### config.mk
export PLATFORM = sky130hd
export DESIGN_NAME = cap_sense_control
export DESIGN_NICKNAME = d
export VERILOG_FILES = /design/src/cap_sense_pkg.sv /design/src/cap_sense_mux_if.sv /design/src/cap_sense_control.sv /design/src/cap_sense_router.sv
export SDC_FILE = /design/constraint.sdc
export NUM_CORES = 1
export LEC_CHECK = 0
export BUFFER_PORTS_ARGS = -buffer_cell sky130_fd_sc_hd__buf_4
export CORE_MARGIN = 2
export CORE_UTILIZATION = 50
export CTS_CLUSTER_DIAMETER = 150
export DETAILED_ROUTE_END_ITERATION = 6
export MAX_ROUTING_LAYER = met4
export PLACE_DENSITY = 0.8
export SKIP_LAST_GASP = 1
export SYNTH_ARGS = -nofsm -noshare
export SYNTH_HDL_FRONTEND = slang
export SYNTH_HIERARCHICAL = 1
export SYNTH_SLANG_ARGS = --single-unit
export TNS_END_PERCENT = 50
### constraint.sdc
create_clock -name pclk -period 4.6 [get_ports pclk]
set_input_delay 0.69 -clock pclk [delete_from_list [all_inputs] [get_ports pclk]]
set_output_delay 0.69 -clock pclk [all_outputs]
set_load 0.005 [all_outputs]
### src/cap_sense_pkg.sv
// Constants shared by the capacitive sensing control block.
// Assumes an APB slave with 32-bit data, one register per aligned word.
package cap_sense_pkg;

  // ---------------------------------------------------------------
  // Register map
  // ---------------------------------------------------------------
  localparam logic [7:0] ADDR_CONTROL = 8'h00;
  localparam logic [7:0] ADDR_CHANNEL = 8'h04;
  localparam logic [7:0] ADDR_TIMER_CFG = 8'h08;
  localparam logic [7:0] ADDR_POWER = 8'h0c;

  // ---------------------------------------------------------------
  // Field positions
  // ---------------------------------------------------------------
  localparam int BIT_ENABLE = 7;
  localparam int RANGE_HI = 3;
  localparam int RANGE_LO = 2;
  localparam int BIT_DIRECTION = 1;
  localparam int BIT_T0_EXT_SEL = 0;
  localparam int CHAN_HI = 3;
  localparam int BIT_T0_SRC = 0;
  localparam int T1_SRC_HI = 2;
  localparam int T1_SRC_LO = 1;
  localparam int BIT_SLEEP = 0;

  // ---------------------------------------------------------------
  // Reset values and codes
  // ---------------------------------------------------------------
  localparam logic [7:0] CONTROL_RESET = 8'h00;
  localparam logic [7:0] CHANNEL_RESET = 8'h00;
  localparam logic [3:0] CHAN_LAST = 4'hb;
  localparam logic [1:0] T1_SRC_SENSE = 2'h3;
  localparam int NUM_INPUTS = 12;
  localparam int PRESCALE_DIV = 4;

  typedef enum logic [1:0] {
    RANGE_OFF = 2'b00,
    RANGE_LOW = 2'b01,
    RANGE_MED = 2'b10,
    RANGE_HIGH = 2'b11
  } osc_range_e;

endpackage : cap_sense_pkg

### src/cap_sense_mux_if.sv
// Carrier between the register block and the channel router.
// Assumes both ends share pclk.
`timescale 1ns/100ps
interface cap_sense_mux_if;
  logic enable;
  logic [3:0] channel;
  logic [11:0] select;

  modport ctrl (output enable, output channel, input select);
  modport router (input enable, input channel, output select);
endinterface : cap_sense_mux_if

### src/cap_sense_control.sv
// Capacitive sensing control: APB registers, oscillator and timer clocks.
// Assumes pclk at 20 MHz, an analog oscillator pulse on osc_in, and
// timer logic that samples the clock enables it is given.
//
// The register addresses and the APB register port are this design's own decisions.
`timescale 1ns/100ps
module cap_sense_control #(
  parameter int NUM_INPUTS = cap_sense_pkg::NUM_INPUTS
) (
  // Clock and reset
  input wire logic pclk,
  input wire logic presetn,
  input wire logic clk_en,
  // APB slave
  input wire logic psel,
  input wire logic penable,
  input wire logic pwrite,
  input wire logic [7:0] paddr,
  input wire logic [31:0] pwdata,
  output logic [31:0] prdata,
  output logic pready,
  output logic pslverr,
  // Oscillator side
  input wire logic osc_in,
  input wire logic osc_dir_in,
  input wire logic timer0_ext_clock_pin,
  output logic [1:0] osc_current_range,
  output logic osc_run,
  output logic [11:0] sense_input_pin,
  // Timer clock enables
  output logic timer0_tick,
  output logic timer1_tick
);

  // ---------------------------------------------------------------
  // Registers
  // ---------------------------------------------------------------
  logic sense_module_enable_r;
  logic [1:0] osc_current_range_r;
  logic timer0_ext_clock_select_r;
  logic [3:0] sense_channel_code_r;
  logic timer0_clock_source_select_r;
  logic [1:0] timer1_clock_source_field_r;
  logic sleep_r;
  logic [31:0] prdata_r;
  logic pready_r;
  logic pslverr_r;
  logic osc_run_r;
  logic [1:0] range_out_r;
  logic [11:0] pin_r;
  logic t0_tick_r;
  logic t1_tick_r;
  logic [1:0] prescale_r;

  // Synchronisers: three stages, change counted when 2 and 3 agree
  logic [2:0] osc_sync_r;
  logic [2:0] dir_sync_r;
  logic [2:0] pin_sync_r;
  logic osc_lvl_r;
  logic dir_lvl_r;
  logic pin_lvl_r;

  logic wr_en;
  logic rd_en;
  logic osc_rise;
  logic pin_rise;

  cap_sense_mux_if mux ();

  // ---------------------------------------------------------------
  // Address decode
  // ---------------------------------------------------------------
  function automatic logic addr_known(input logic [7:0] a);
    addr_known = (a == cap_sense_pkg::ADDR_CONTROL) ||
                 (a == cap_sense_pkg::ADDR_CHANNEL) ||
                 (a == cap_sense_pkg::ADDR_TIMER_CFG) ||
                 (a == cap_sense_pkg::ADDR_POWER);
  endfunction : addr_known

  // Access ends in the cycle pready is high
  assign wr_en = psel && penable && pwrite && pready_r;
  assign rd_en = psel && !penable && !pwrite;

  // ---------------------------------------------------------------
  // Register writes
  // ---------------------------------------------------------------
  always_ff @(posedge pclk or negedge presetn) begin
    if (!presetn) begin
      sense_module_enable_r <= 1'b0;
      osc_current_range_r <= 2'h0;
      timer0_ext_clock_select_r <= 1'b0;
    end else if (clk_en && wr_en &&
                 paddr == cap_sense_pkg::ADDR_CONTROL) begin
      // Bits 6:4 and 1 have no storage
      sense_module_enable_r <=
        pwdata[cap_sense_pkg::BIT_ENABLE];
      osc_current_range_r <=
        pwdata[cap_sense_pkg::RANGE_HI:cap_sense_pkg::RANGE_LO];
      timer0_ext_clock_select_r <= pwdata[cap_sense_pkg::BIT_T0_EXT_SEL];
    end
  end

  always_ff @(posedge pclk or negedge presetn) begin
    if (!presetn) begin
      sense_channel_code_r <= 4'h0;
    end else if (clk_en && wr_en &&
                 paddr == cap_sense_pkg::ADDR_CHANNEL) begin
      // Reserved codes are stored; the router selects nothing for them
      sense_channel_code_r <=
        pwdata[cap_sense_pkg::CHAN_HI:0];
    end
  end

  always_ff @(posedge pclk or negedge presetn) begin
    if (!presetn) begin
      timer0_clock_source_select_r <= 1'b0;
      timer1_clock_source_field_r <= 2'h0;
    end else if (clk_en && wr_en &&
                 paddr == cap_sense_pkg::ADDR_TIMER_CFG) begin
      timer0_clock_source_select_r <= pwdata[cap_sense_pkg::BIT_T0_SRC];
      timer1_clock_source_field_r <=
        pwdata[cap_sense_pkg::T1_SRC_HI:cap_sense_pkg::T1_SRC_LO];
    end
  end

  always_ff @(posedge pclk or negedge presetn) begin
    if (!presetn) begin
      sleep_r <= 1'b0;
    end else if (clk_en && wr_en &&
                 paddr == cap_sense_pkg::ADDR_POWER) begin
      sleep_r <= pwdata[cap_sense_pkg::BIT_SLEEP];
    end
  end

  // ---------------------------------------------------------------
  // APB answer: no wait states, read data latched in setup
  // ---------------------------------------------------------------
  always_ff @(posedge pclk or negedge presetn) begin
    if (!presetn) begin
      pready_r <= 1'b0;
      pslverr_r <= 1'b0;
    end else if (clk_en) begin
      pready_r <= psel && !penable;
      pslverr_r <= psel && !penable && !addr_known(paddr);
    end
  end

  always_ff @(posedge pclk or negedge presetn) begin
    if (!presetn) begin
      prdata_r <= 32'h0;
    end else if (clk_en && rd_en) begin
      prdata_r <= 32'h0;
      unique case (paddr)
        cap_sense_pkg::ADDR_CONTROL: begin
          // Unused bits stay zero
          prdata_r[cap_sense_pkg::BIT_ENABLE] <=
            sense_module_enable_r;
          prdata_r[cap_sense_pkg::RANGE_HI:cap_sense_pkg::RANGE_LO] <=
            osc_current_range_r;
          prdata_r[cap_sense_pkg::BIT_DIRECTION] <= dir_lvl_r;
          prdata_r[cap_sense_pkg::BIT_T0_EXT_SEL] <=
            timer0_ext_clock_select_r;
        end
        cap_sense_pkg::ADDR_CHANNEL: begin
          prdata_r[cap_sense_pkg::CHAN_HI:0] <= sense_channel_code_r;
        end
        cap_sense_pkg::ADDR_TIMER_CFG: begin
          prdata_r[cap_sense_pkg::BIT_T0_SRC] <= timer0_clock_source_select_r;
          prdata_r[cap_sense_pkg::T1_SRC_HI:cap_sense_pkg::T1_SRC_LO] <=
            timer1_clock_source_field_r;
        end
        cap_sense_pkg::ADDR_POWER: begin
          prdata_r[cap_sense_pkg::BIT_SLEEP] <= sleep_r;
        end
        default: begin
          prdata_r <= 32'h0;
        end
      endcase
    end
  end

  // ---------------------------------------------------------------
  // Input synchronisers
  // ---------------------------------------------------------------
  always_ff @(posedge pclk or negedge presetn) begin
    if (!presetn) begin
      osc_sync_r <= 3'h0;
      dir_sync_r <= 3'h0;
      pin_sync_r <= 3'h0;
    end else if (clk_en) begin
      osc_sync_r <= {osc_sync_r[1:0], osc_in};
      dir_sync_r <= {dir_sync_r[1:0], osc_dir_in};
      pin_sync_r <= {pin_sync_r[1:0], timer0_ext_clock_pin};
    end
  end

  // Filtered levels move only when the last two stages agree
  always_ff @(posedge pclk or negedge presetn) begin
    if (!presetn) begin
      osc_lvl_r <= 1'b0;
      dir_lvl_r <= 1'b0;
      pin_lvl_r <= 1'b0;
    end else if (clk_en) begin
      if (osc_sync_r[1] == osc_sync_r[2]) begin
        osc_lvl_r <= osc_sync_r[2];
      end
      if (dir_sync_r[1] == dir_sync_r[2]) begin
        dir_lvl_r <= dir_sync_r[2];
      end
      if (pin_sync_r[1] == pin_sync_r[2]) begin
        pin_lvl_r <= pin_sync_r[2];
      end
    end
  end

  assign osc_rise = (osc_sync_r[1] == osc_sync_r[2]) &&
                    osc_sync_r[2] && !osc_lvl_r;
  assign pin_rise = (pin_sync_r[1] == pin_sync_r[2]) &&
                    pin_sync_r[2] && !pin_lvl_r;

  // ---------------------------------------------------------------
  // Oscillator control
  // ---------------------------------------------------------------
  always_ff @(posedge pclk or negedge presetn) begin
    if (!presetn) begin
      osc_run_r <= 1'b0;
      range_out_r <= 2'h0;
    end else if (clk_en) begin
      // Sleep does not stop it
      osc_run_r <= sense_module_enable_r &&
        (osc_current_range_r !=
         cap_sense_pkg::RANGE_OFF);
      range_out_r <= sense_module_enable_r ?
        osc_current_range_r : cap_sense_pkg::RANGE_OFF;
    end
  end

  // ---------------------------------------------------------------
  // Channel routing
  // ---------------------------------------------------------------
  assign mux.enable = sense_module_enable_r;
  assign mux.channel = sense_channel_code_r;

  cap_sense_router #(
    .NUM_INPUTS(NUM_INPUTS)
  ) u_router (
    .pclk(pclk),
    .presetn(presetn),
    .clk_en(clk_en),
    .mux(mux.router)
  );

  // Oscillator onto the chosen pad only
  always_ff @(posedge pclk or negedge presetn) begin
    if (!presetn) begin
      pin_r <= 12'h0;
    end else if (clk_en) begin
      pin_r <= osc_run_r ? mux.select : 12'h0;
    end
  end

  // ---------------------------------------------------------------
  // Timer clock selection
  // ---------------------------------------------------------------
  always_ff @(posedge pclk or negedge presetn) begin
    if (!presetn) begin
      prescale_r <= 2'h0;
    end else if (clk_en) begin
      prescale_r <= prescale_r + 2'h1;
    end
  end

  always_ff @(posedge pclk or negedge presetn) begin
    if (!presetn) begin
      t0_tick_r <= 1'b0;
    end else if (clk_en) begin
      if (sleep_r) begin
        t0_tick_r <= 1'b0;
      end else if (!timer0_clock_source_select_r) begin
        // Ext select ignored here
        t0_tick_r <= (prescale_r ==
          2'(cap_sense_pkg::PRESCALE_DIV - 1));
      end else if (timer0_ext_clock_select_r) begin
        t0_tick_r <= osc_rise && osc_run_r;
      end else begin
        t0_tick_r <= pin_rise;
      end
    end
  end

  // Timer1 keeps counting in sleep; other sources live in the timer
  always_ff @(posedge pclk or negedge presetn) begin
    if (!presetn) begin
      t1_tick_r <= 1'b0;
    end else if (clk_en) begin
      t1_tick_r <= (timer1_clock_source_field_r ==
        cap_sense_pkg::T1_SRC_SENSE) && osc_rise && osc_run_r;
    end
  end

  // ---------------------------------------------------------------
  // Outputs
  // ---------------------------------------------------------------
  assign prdata = prdata_r;
  assign pready = pready_r;
  assign pslverr = pslverr_r;
  assign osc_current_range = range_out_r;
  assign osc_run = osc_run_r;
  assign sense_input_pin = pin_r;
  assign timer0_tick = t0_tick_r;
  assign timer1_tick = t1_tick_r;

endmodule : cap_sense_control

### src/cap_sense_router.sv
// Decodes channel code into a one-hot sense input select.
// Assumes enable and channel are already registered on pclk.
`timescale 1ns/100ps
module cap_sense_router #(
  parameter int NUM_INPUTS = 12
) (
  // Clocking
  input wire logic pclk,
  input wire logic presetn,
  input wire logic clk_en,
  // Control side
  cap_sense_mux_if.router mux
);

  // ---------------------------------------------------------------
  // One-hot select register
  // ---------------------------------------------------------------
  logic [NUM_INPUTS-1:0] select_r;

  genvar gi;
  generate
    for (gi = 0; gi < NUM_INPUTS; gi++) begin : g_sel
      always_ff @(posedge pclk or negedge presetn) begin
        if (!presetn) begin
          select_r[gi] <= 1'b0;
        end else if (clk_en) begin
          // Reserved codes match nothing
          select_r[gi] <= mux.enable &&
            (mux.channel == 4'(gi));
        end
      end
    end
  endgenerate

  assign mux.select = select_r;

endmodule : cap_sense_router

Yosys cells after proc, flatten, opt, wreduce, memory -nomap -nowiden. Index checks and enable logic that the tools add are counted.

Register bits: 62. Output and inout port bits: 51. Bits of input ports: 49.

Equality and inequality tests: 19. Reductions and logical operators: 46. Muxes and demuxes: 9. Add/sub/neg operators: 1.

Operators by type and width (number): $logic_and 1x1->1 (32); $eq 4x3->1 const B (4); $eq 4x4->1 const B (4); $eq 8x4->1 const B (2); $mux 12 (1); $eq 4x2->1 const B (2); $eq 8x3->1 const B (1); $logic_not 8->1 (1); $pmux 2 s3 (1); $reduce_and 2->1 (3); $logic_not 1->1 (5); $eq 2x2->1 const B (2); $eq 4x1->1 const B (1); $logic_not 4->1 (1); $mux 1 (4); $pmux 1 s4 (1); $eq 1x1->1 (3); $logic_or 1x1->1 (3); $add 2x1->2 const B (1); $mux 2 (1); $pmux 1 s2 (1); $reduce_bool 2->1 (1).

Depth between registers and ports, before layout. Gate-level depths: netlist of the first run.

Depth after elaboration: 7. Depth in mapped cells: 5. Mapped depth without buffers: 4.

Cells and area by module. Netlist of the first run, hierarchy kept.

By module, submodules not included: cap_sense_control (area an instance 2447.3 um2, sequential area each 1251.2 um2, instances 1, cells an instance 221); cap_sense_router (area an instance 491.7 um2, sequential area each 300.3 um2, instances 1, cells an instance 36).

Worst setup path before layout of the first run. No wires, ideal clock.

Path kind: input to register. Start: input port paddr[1]. End: register sense_module_enable_r (netlist: mux.enable). Path buffers: 2. Setup slack: 2.187 ns. Arrival: 2.288 ns. Cell stages on the path: 5. Path through: or4_4 -> buf_6 -> or4_4 -> buf_6 -> mux2_4.

Cells in the longest elaborated chain, start to end: 2.

RTL lines: start, declared (RTL line cap_sense_control.sv:18) `input wire logic [7:0] paddr,`; $logic_not 8->1 (RTL line cap_sense_control.sv:93) `paddr == cap_sense_pkg::ADDR_CONTROL) begin`; $logic_and 1x1->1 (RTL line cap_sense_control.sv:92) `end else if (clk_en && wr_en &&`; end signal, assigned (RTL line cap_sense_control.sv:95) `sense_module_enable_r <=`; end, declared (RTL line cap_sense_control.sv:38) `logic sense_module_enable_r;`.

Every way passes these cells. A chain may end at the register's enable or synchronous reset.

Worst setup path after layout of the first run.
Start: input port paddr[1]. End: register sense_channel_code_r[1] (netlist: mux.channel[1]).

Cells in the longest elaborated chain, start to end: 2.

RTL lines: $eq 8x3->1 (RTL line cap_sense_control.sv:107) `paddr == cap_sense_pkg::ADDR_CHANNEL) begin`; $logic_and 1x1->1 (RTL line cap_sense_control.sv:106) `end else if (clk_en && wr_en &&`; end signal, assigned (RTL line cap_sense_control.sv:109) `sense_channel_code_r <=`; end, declared (RTL line cap_sense_control.sv:41) `logic [3:0] sense_channel_code_r;`.

Every way passes these cells.

==> impl_metrics.env, run 1 <==
export IMPL_cts_tree="done"
export IMPL_dp_hpwl_um=3552
export IMPL_crit_buf_inv=1
export IMPL_slew_headroom=0.4918
export IMPL_root_buffer="clkbuf_8"
export IMPL_num_rows=27
export IMPL_rsz0062_at_grt="no"
export IMPL_final_common_cell="dfrtp_1"
export IMPL_place_area_um2=3193
export IMPL_fin_crit_ns=2.118
export IMPL_ys_seq_elements=62
export IMPL_peakVddDrop_v=0.0001753
export IMPL_cp_slowest_stage_delay_ns=0.59
export IMPL_postRouteWirelength_um=5152
export IMPL_reg2reg_setup_slack_ns=3.09
export IMPL_grt_pass1_wl_um=8314
export IMPL_clk_pin_slew_worst_paths_ns=0.06
export IMPL_mostFrequentLayoutCells="dfrtp_1, buf_4, conb_1"
export IMPL_clk_path_buf_depth=2
export IMPL_ys_top_cells_by_area="dfrtp_1, mux2_2, buf_4"
export IMPL_drv_cap=0
export IMPL_startpoint_type="primary input"
export IMPL_first_global_vias=1702
export IMPL_fp_dieH_um=80.67
export IMPL_crit_reg2reg_launch="pready"
export IMPL_synth_cells=257
export IMPL_via_per_inst=5.091
export IMPL_path_class="primary input to flop"
export IMPL_numPortBuffers=45
export IMPL_n_antenna_cell=0
export IMPL_register_area_um2=1551
export IMPL_finalMaxSlewViolations=0
export IMPL_worstPathRequired_ns=4.82
export IMPL_die_x_um=80.67
export IMPL_n_fill_cell=481
export IMPL_initial_utilization=0.5241
export IMPL_status="finished, final reports clean"
export IMPL_area_growth_pct=13.92
export IMPL_synth_top_area_cell="dfrtp_1"
export IMPL_synth_edf_count=0
export IMPL_synth_ff_type="dfrtp_1"
export IMPL_async_flop_share=1.000
export IMPL_powerDensity_nw_per_um2=333.6
export IMPL_design_core_area_um2=5608
export IMPL_finClkSkew_ns=0.004978
export IMPL_dr_pass1_iters=4
export IMPL_grt_usage=0.1750
export IMPL_finalCritPeriodShare=0.4605
export IMPL_endpoint_kind="flop"
export IMPL_multi_input_area_um2=1120
export IMPL_syn_cell_area_um2=2939
export IMPL_seq_area_frac_synth=0.5279
export IMPL_grt_max_degree=64
export IMPL_tightest_slew_ns=0.7622
export IMPL_hp_class="primary input to async pin"
export IMPL_top_level_ports=100
export IMPL_numCtsBuffers=9
export IMPL_ant_nets=0
export IMPL_regToRegEndpoint="mux.channel[1]"
export IMPL_drive_gt1_frac=0.3013
export IMPL_postLayoutCellArea_um2=3348
export IMPL_antenna_found_initial=0
export IMPL_crit_arrival_ns=2.34
export IMPL_gp_congestion=0.7550
export IMPL_cp_top_family="simple AND/OR/NAND/NOR gates"
export IMPL_cts_hold_buf=0
export IMPL_cts_resized=0
export IMPL_drcViolationCount=0
export IMPL_clk_latency_ns=0.33
export IMPL_finalSetupTns_ns=0
export IMPL_path_depth=4
export IMPL_yosysUniqueCellTypes=41
export IMPL_crit_chain="buf_4 -> or4_4 -> nor4_2 -> mux2_2"
export IMPL_fin_nets=350
export IMPL_drt_iter0_markers=150
export IMPL_vias=1904
export IMPL_avgSynthCellArea_um2=11.44
export IMPL_setup_viol=0
export IMPL_critPathSlowestCell="or4_4"
export IMPL_netlist_area_leader_share=0.5279
export IMPL_postCtsSetupBuffers=0
export IMPL_hold_viol=0
export IMPL_r2r_cells=3
export IMPL_crit_fanout=8
export IMPL_die_area_um2=6508
export IMPL_htree_levels=3
export IMPL_cts_sinks=62
export IMPL_leakage_nw=1.580
export IMPL_grt_remaining_overflow=0
export IMPL_synth_warnings=6
export IMPL_wl_per_cell_um=13.78
export IMPL_fmax_mhz=472.1
registers in the layout, indices dropped and copies added, names as in the netlist, 3 cells and up:
signal,cells
mux.channel,4
sense_input_pin,12
prdata,5
osc_sync_r,3
pin_sync_r,3
u_router/mux.select,12
dir_sync_r,3
cell type report:
type	count	share of cell area
inverters	25	0.02803
clock buffers	10	0.03812
well taps	72	0.02691
flip-flops and latches	62	0.4634
multi-input cells	155	0.3345
clock inverters	5	0.008221
repair buffers	45	0.1009
through the flow:
step | util | cells | power, mW | hold slack [ns] | setup WS, ns
floorplan | - | 283 | 0.7028 | 0.3944 | 2.187
global placement | 0.5694 | 359 | 0.7286 | 0.4594 | 2.116
detailed placement | 0.5694 | 359 | 0.7360 | 0.4711 | 2.106
CTS | 0.5971 | 374 | 1.126 | 0.4509 | 2.464
global route | 0.5971 | 374 | 1.168 | 0.5009 | 2.419
finish | 0.5971 | 374 | 1.117 | 0.4241 | 2.482
routing by layer:
layer	vias up	track usage	routed length, µm
met5	-	-	0
met4	0	0.1000	106
met3	8	0.03258	264
met2	61	0.2492	2439
met1	911	0.2354	2342
li1	924	-	-
report_power, final:
group          leakage, nW  switching (mW)  internal (mW)
sequential           0.834          0.0248          0.583
combinational        0.665          0.0563         0.0609
clock               0.0817           0.203          0.188
cell families after synthesis:
group                    after synthesis  share of synthesized area
buffers and inverters                 66                     0.1243
flip-flops                            62                     0.5279
AND/OR/NAND/NOR                       53                     0.1188
AO/OA/AOI/OAI                         43                    0.09706
multiplexers                          28                     0.1149
adder cells (fa/ha/maj)                3                    0.01277
other                                  1                   0.001276
XOR/XNOR                               1                   0.002981
worst register-to-register path, delay by kind of cell (launching register included):
family / cells / cell delay [ns]
simple gates: 2 / 0.56
mux: 1 / 0.40
flops: 1 / 0.44
cells in the mapped netlist (all sizes together) (3+ instances only):
library cell and count:
o2bb2ai 11, mux2 24, nor2b 3, nand3 16, nand4b 4, nor4 4, ha 3, mux2i 3
nand2b 4, buf 32, nand2 6, inv 25, dfrtp 62, clkbuf 9, o22ai 3, or4 4
o21ai 20, nand3b 3
worst max-delay path by stage:
stage / slack, ns / endpoint / from
6_report: 2.48 / mux.channel[1] / paddr[1]
4_1_cts: 2.46 / mux.channel[3] / paddr[1]
5_1_grt: 2.42 / mux.channel[3] / paddr[1]
3_3_place_gp: 2.12 / mux.channel[0] / paddr[1]
3_5_place_dp: 2.11 / mux.channel[3] / paddr[1]
2_1_floorplan: 2.19 / mux.enable / paddr[1]
No activity file was read; power rests on OpenSTA's default activity.
==> run 2, diff against run 1 <==
==> constraint.sdc (replaced) <==
create_clock -name pclk -period 2 [get_ports pclk]
set_input_delay 0.3 -clock pclk [delete_from_list [all_inputs] [get_ports pclk]]
set_output_delay 0.3 -clock pclk [all_outputs]
set_load 0.005 [all_outputs]
==> run 2 against run 1 <==
Core utilization rose by 2.0 points. Cell area rose by 3.4%. First-iteration DRC count fell by 22%. Flip-flop and latch count did not move. Critical endpoint is now timer0_ext_clock_select_r. Largest cell class unchanged.
==> impl_metrics.env, run 2 (synthesis results as in run 1) <==
export IMPL_ant_nets=0
export IMPL_postCtsSetupBuffers=0
export IMPL_numPortBuffers=45
export IMPL_drcViolationCount=0
export IMPL_utilization=0.6174
export IMPL_area_growth_pct=17.79
export IMPL_crit_chain="buf_4 -> or4_4 -> or4_4 -> mux2_4"
export IMPL_power_mw=2.798
export IMPL_setup_viol=0
export IMPL_whs_ns=0.01810
export IMPL_critPathSlowestCell="or4_4"
export IMPL_grt_usage=0.1827
export IMPL_numCtsBuffers=9
export IMPL_fmax_mhz=606.1
export IMPL_slew_headroom=0.4995
export IMPL_root_buffer="clkbuf_8"
export IMPL_clk_pin_slew_worst_paths_ns=0.07
export IMPL_drv_cap=0
export IMPL_cts_tree="done"
export IMPL_pre_cts_slack_ns=0.01811
export IMPL_antenna_found_initial=0
export IMPL_clk_latency_ns=0.34
export IMPL_grt_pass1_wl_um=8721
export IMPL_worst_slack_ns=0.3502
export IMPL_dp_cells=367
export IMPL_mostFrequentLayoutCells="dfrtp_1, buf_4, conb_1"
export IMPL_dp_hpwl_um=3658
export IMPL_die_area_um2=6508
export IMPL_first_global_vias=1871
export IMPL_postRouteWirelength_um=5246
export IMPL_dr_pass1_iters=4
export IMPL_finClkSkew_ns=0.01241
export IMPL_powerDensity_nw_per_um2=808.3
export IMPL_fin_crit_ns=1.650
export IMPL_final_cells=383
export IMPL_top_level_ports=100
export IMPL_crit_buf_inv=1
export IMPL_cts_sinks=62
export IMPL_finalSetupTns_ns=0
export IMPL_crit_arrival_ns=1.86
export IMPL_via_per_inst=5.198
export IMPL_design_core_area_um2=5608
export IMPL_crit_fanout=6
export IMPL_vias=1991
export IMPL_finalMaxSlewViolations=0
export IMPL_die_x_um=80.67
export IMPL_cp_top_family="simple AND/OR/NAND/NOR gates"
export IMPL_fin_nets=358
export IMPL_hp_class="primary input to async pin"
export IMPL_startpoint_type="primary input"
export IMPL_gp_congestion=0.8114
export IMPL_place_area_um2=3253
export IMPL_postLayoutCellArea_um2=3462
export IMPL_finalCritPeriodShare=0.8249
export IMPL_htree_levels=3
export IMPL_crit_top_cell="or4_4"
export IMPL_cts_resized=0
export IMPL_leakage_nw=1.636
export IMPL_cp_slowest_stage_delay_ns=0.57
export IMPL_num_rows=27
export IMPL_hold_viol=0
export IMPL_wl_per_cell_um=13.70
export IMPL_path_class="primary input to flop"
export IMPL_fp_dieH_um=80.67
export IMPL_tightest_slew_ns=0.7508
export IMPL_status="finished, final reports clean"
export IMPL_grt_max_degree=63
export IMPL_drt_iter0_markers=117
export IMPL_worstPathRequired_ns=2.21
export IMPL_clk_path_buf_depth=2
export IMPL_n_fill_cell=451
export IMPL_n_antenna_cell=0
export IMPL_peakVddDrop_v=0.0006697
export IMPL_endpoint_kind="flop"
export IMPL_rsz0062_at_grt="no"
export IMPL_drive_gt1_frac=0.3248
export IMPL_grt_remaining_overflow=0
export IMPL_initial_utilization=0.5241
export IMPL_final_common_cell="dfrtp_1"
export IMPL_cts_hold_buf=0
run 2: cell types whose count changed in the layout (fill, tap and decap cells not counted), sizes merged:
cell,previous run,this run
clkinvlp,1,3
clkinv,4,1
bufinv,0,1
clkbuf,10,11
buf,45,53
run 2: path summary, 6_finish.rpt:
kind | end | cells after the start | from | slack, ns
min reg2reg | prescale_r[0] | 1 | prescale_r[0] | 0.48
min | dir_sync_r[2] | 1 | presetn | 0.02
min in group pclk | dir_sync_r[0] | 2 | osc_dir_in | 0.20
max in group asynchronous | pready | 1 | presetn | 1.46
max | timer0_ext_clock_select_r | 4 | paddr[1] | 0.35
max reg2reg | timer0_ext_clock_select_r | 3 | pready | 0.45
run 2: per-layer routing:
metal	routed length, µm	track usage	vias to the layer above	share of wire
li1	-	-	937	-
met4	115	0.09322	0	0.022
met3	252	0.03596	11	0.048
met2	2496	0.2708	64	0.48
met5	0	-	-	0
met1	2382	0.2399	979	0.45
run 2: power by group:
part           internal [mW]  total, mW  leakage (nW)  switching [mW]
Sequential              1.34       1.40         0.834          0.0572
Clock                  0.640       1.12        0.0976           0.480
Combinational          0.147      0.279         0.705           0.133
Total                   2.13       2.80          1.64           0.670
run 2: area by class of cell:
type                       instances  area [µm²]  area share
clock buffer                      11       151.4     0.04373
clock inverter                     5       57.56     0.01662
inverter                          25       93.84     0.02711
multi-input combinational        155        1120      0.3235
sequential                        62        1551      0.4481
tap                               72       90.09     0.02602
timing repair buffer              53       397.9      0.1149
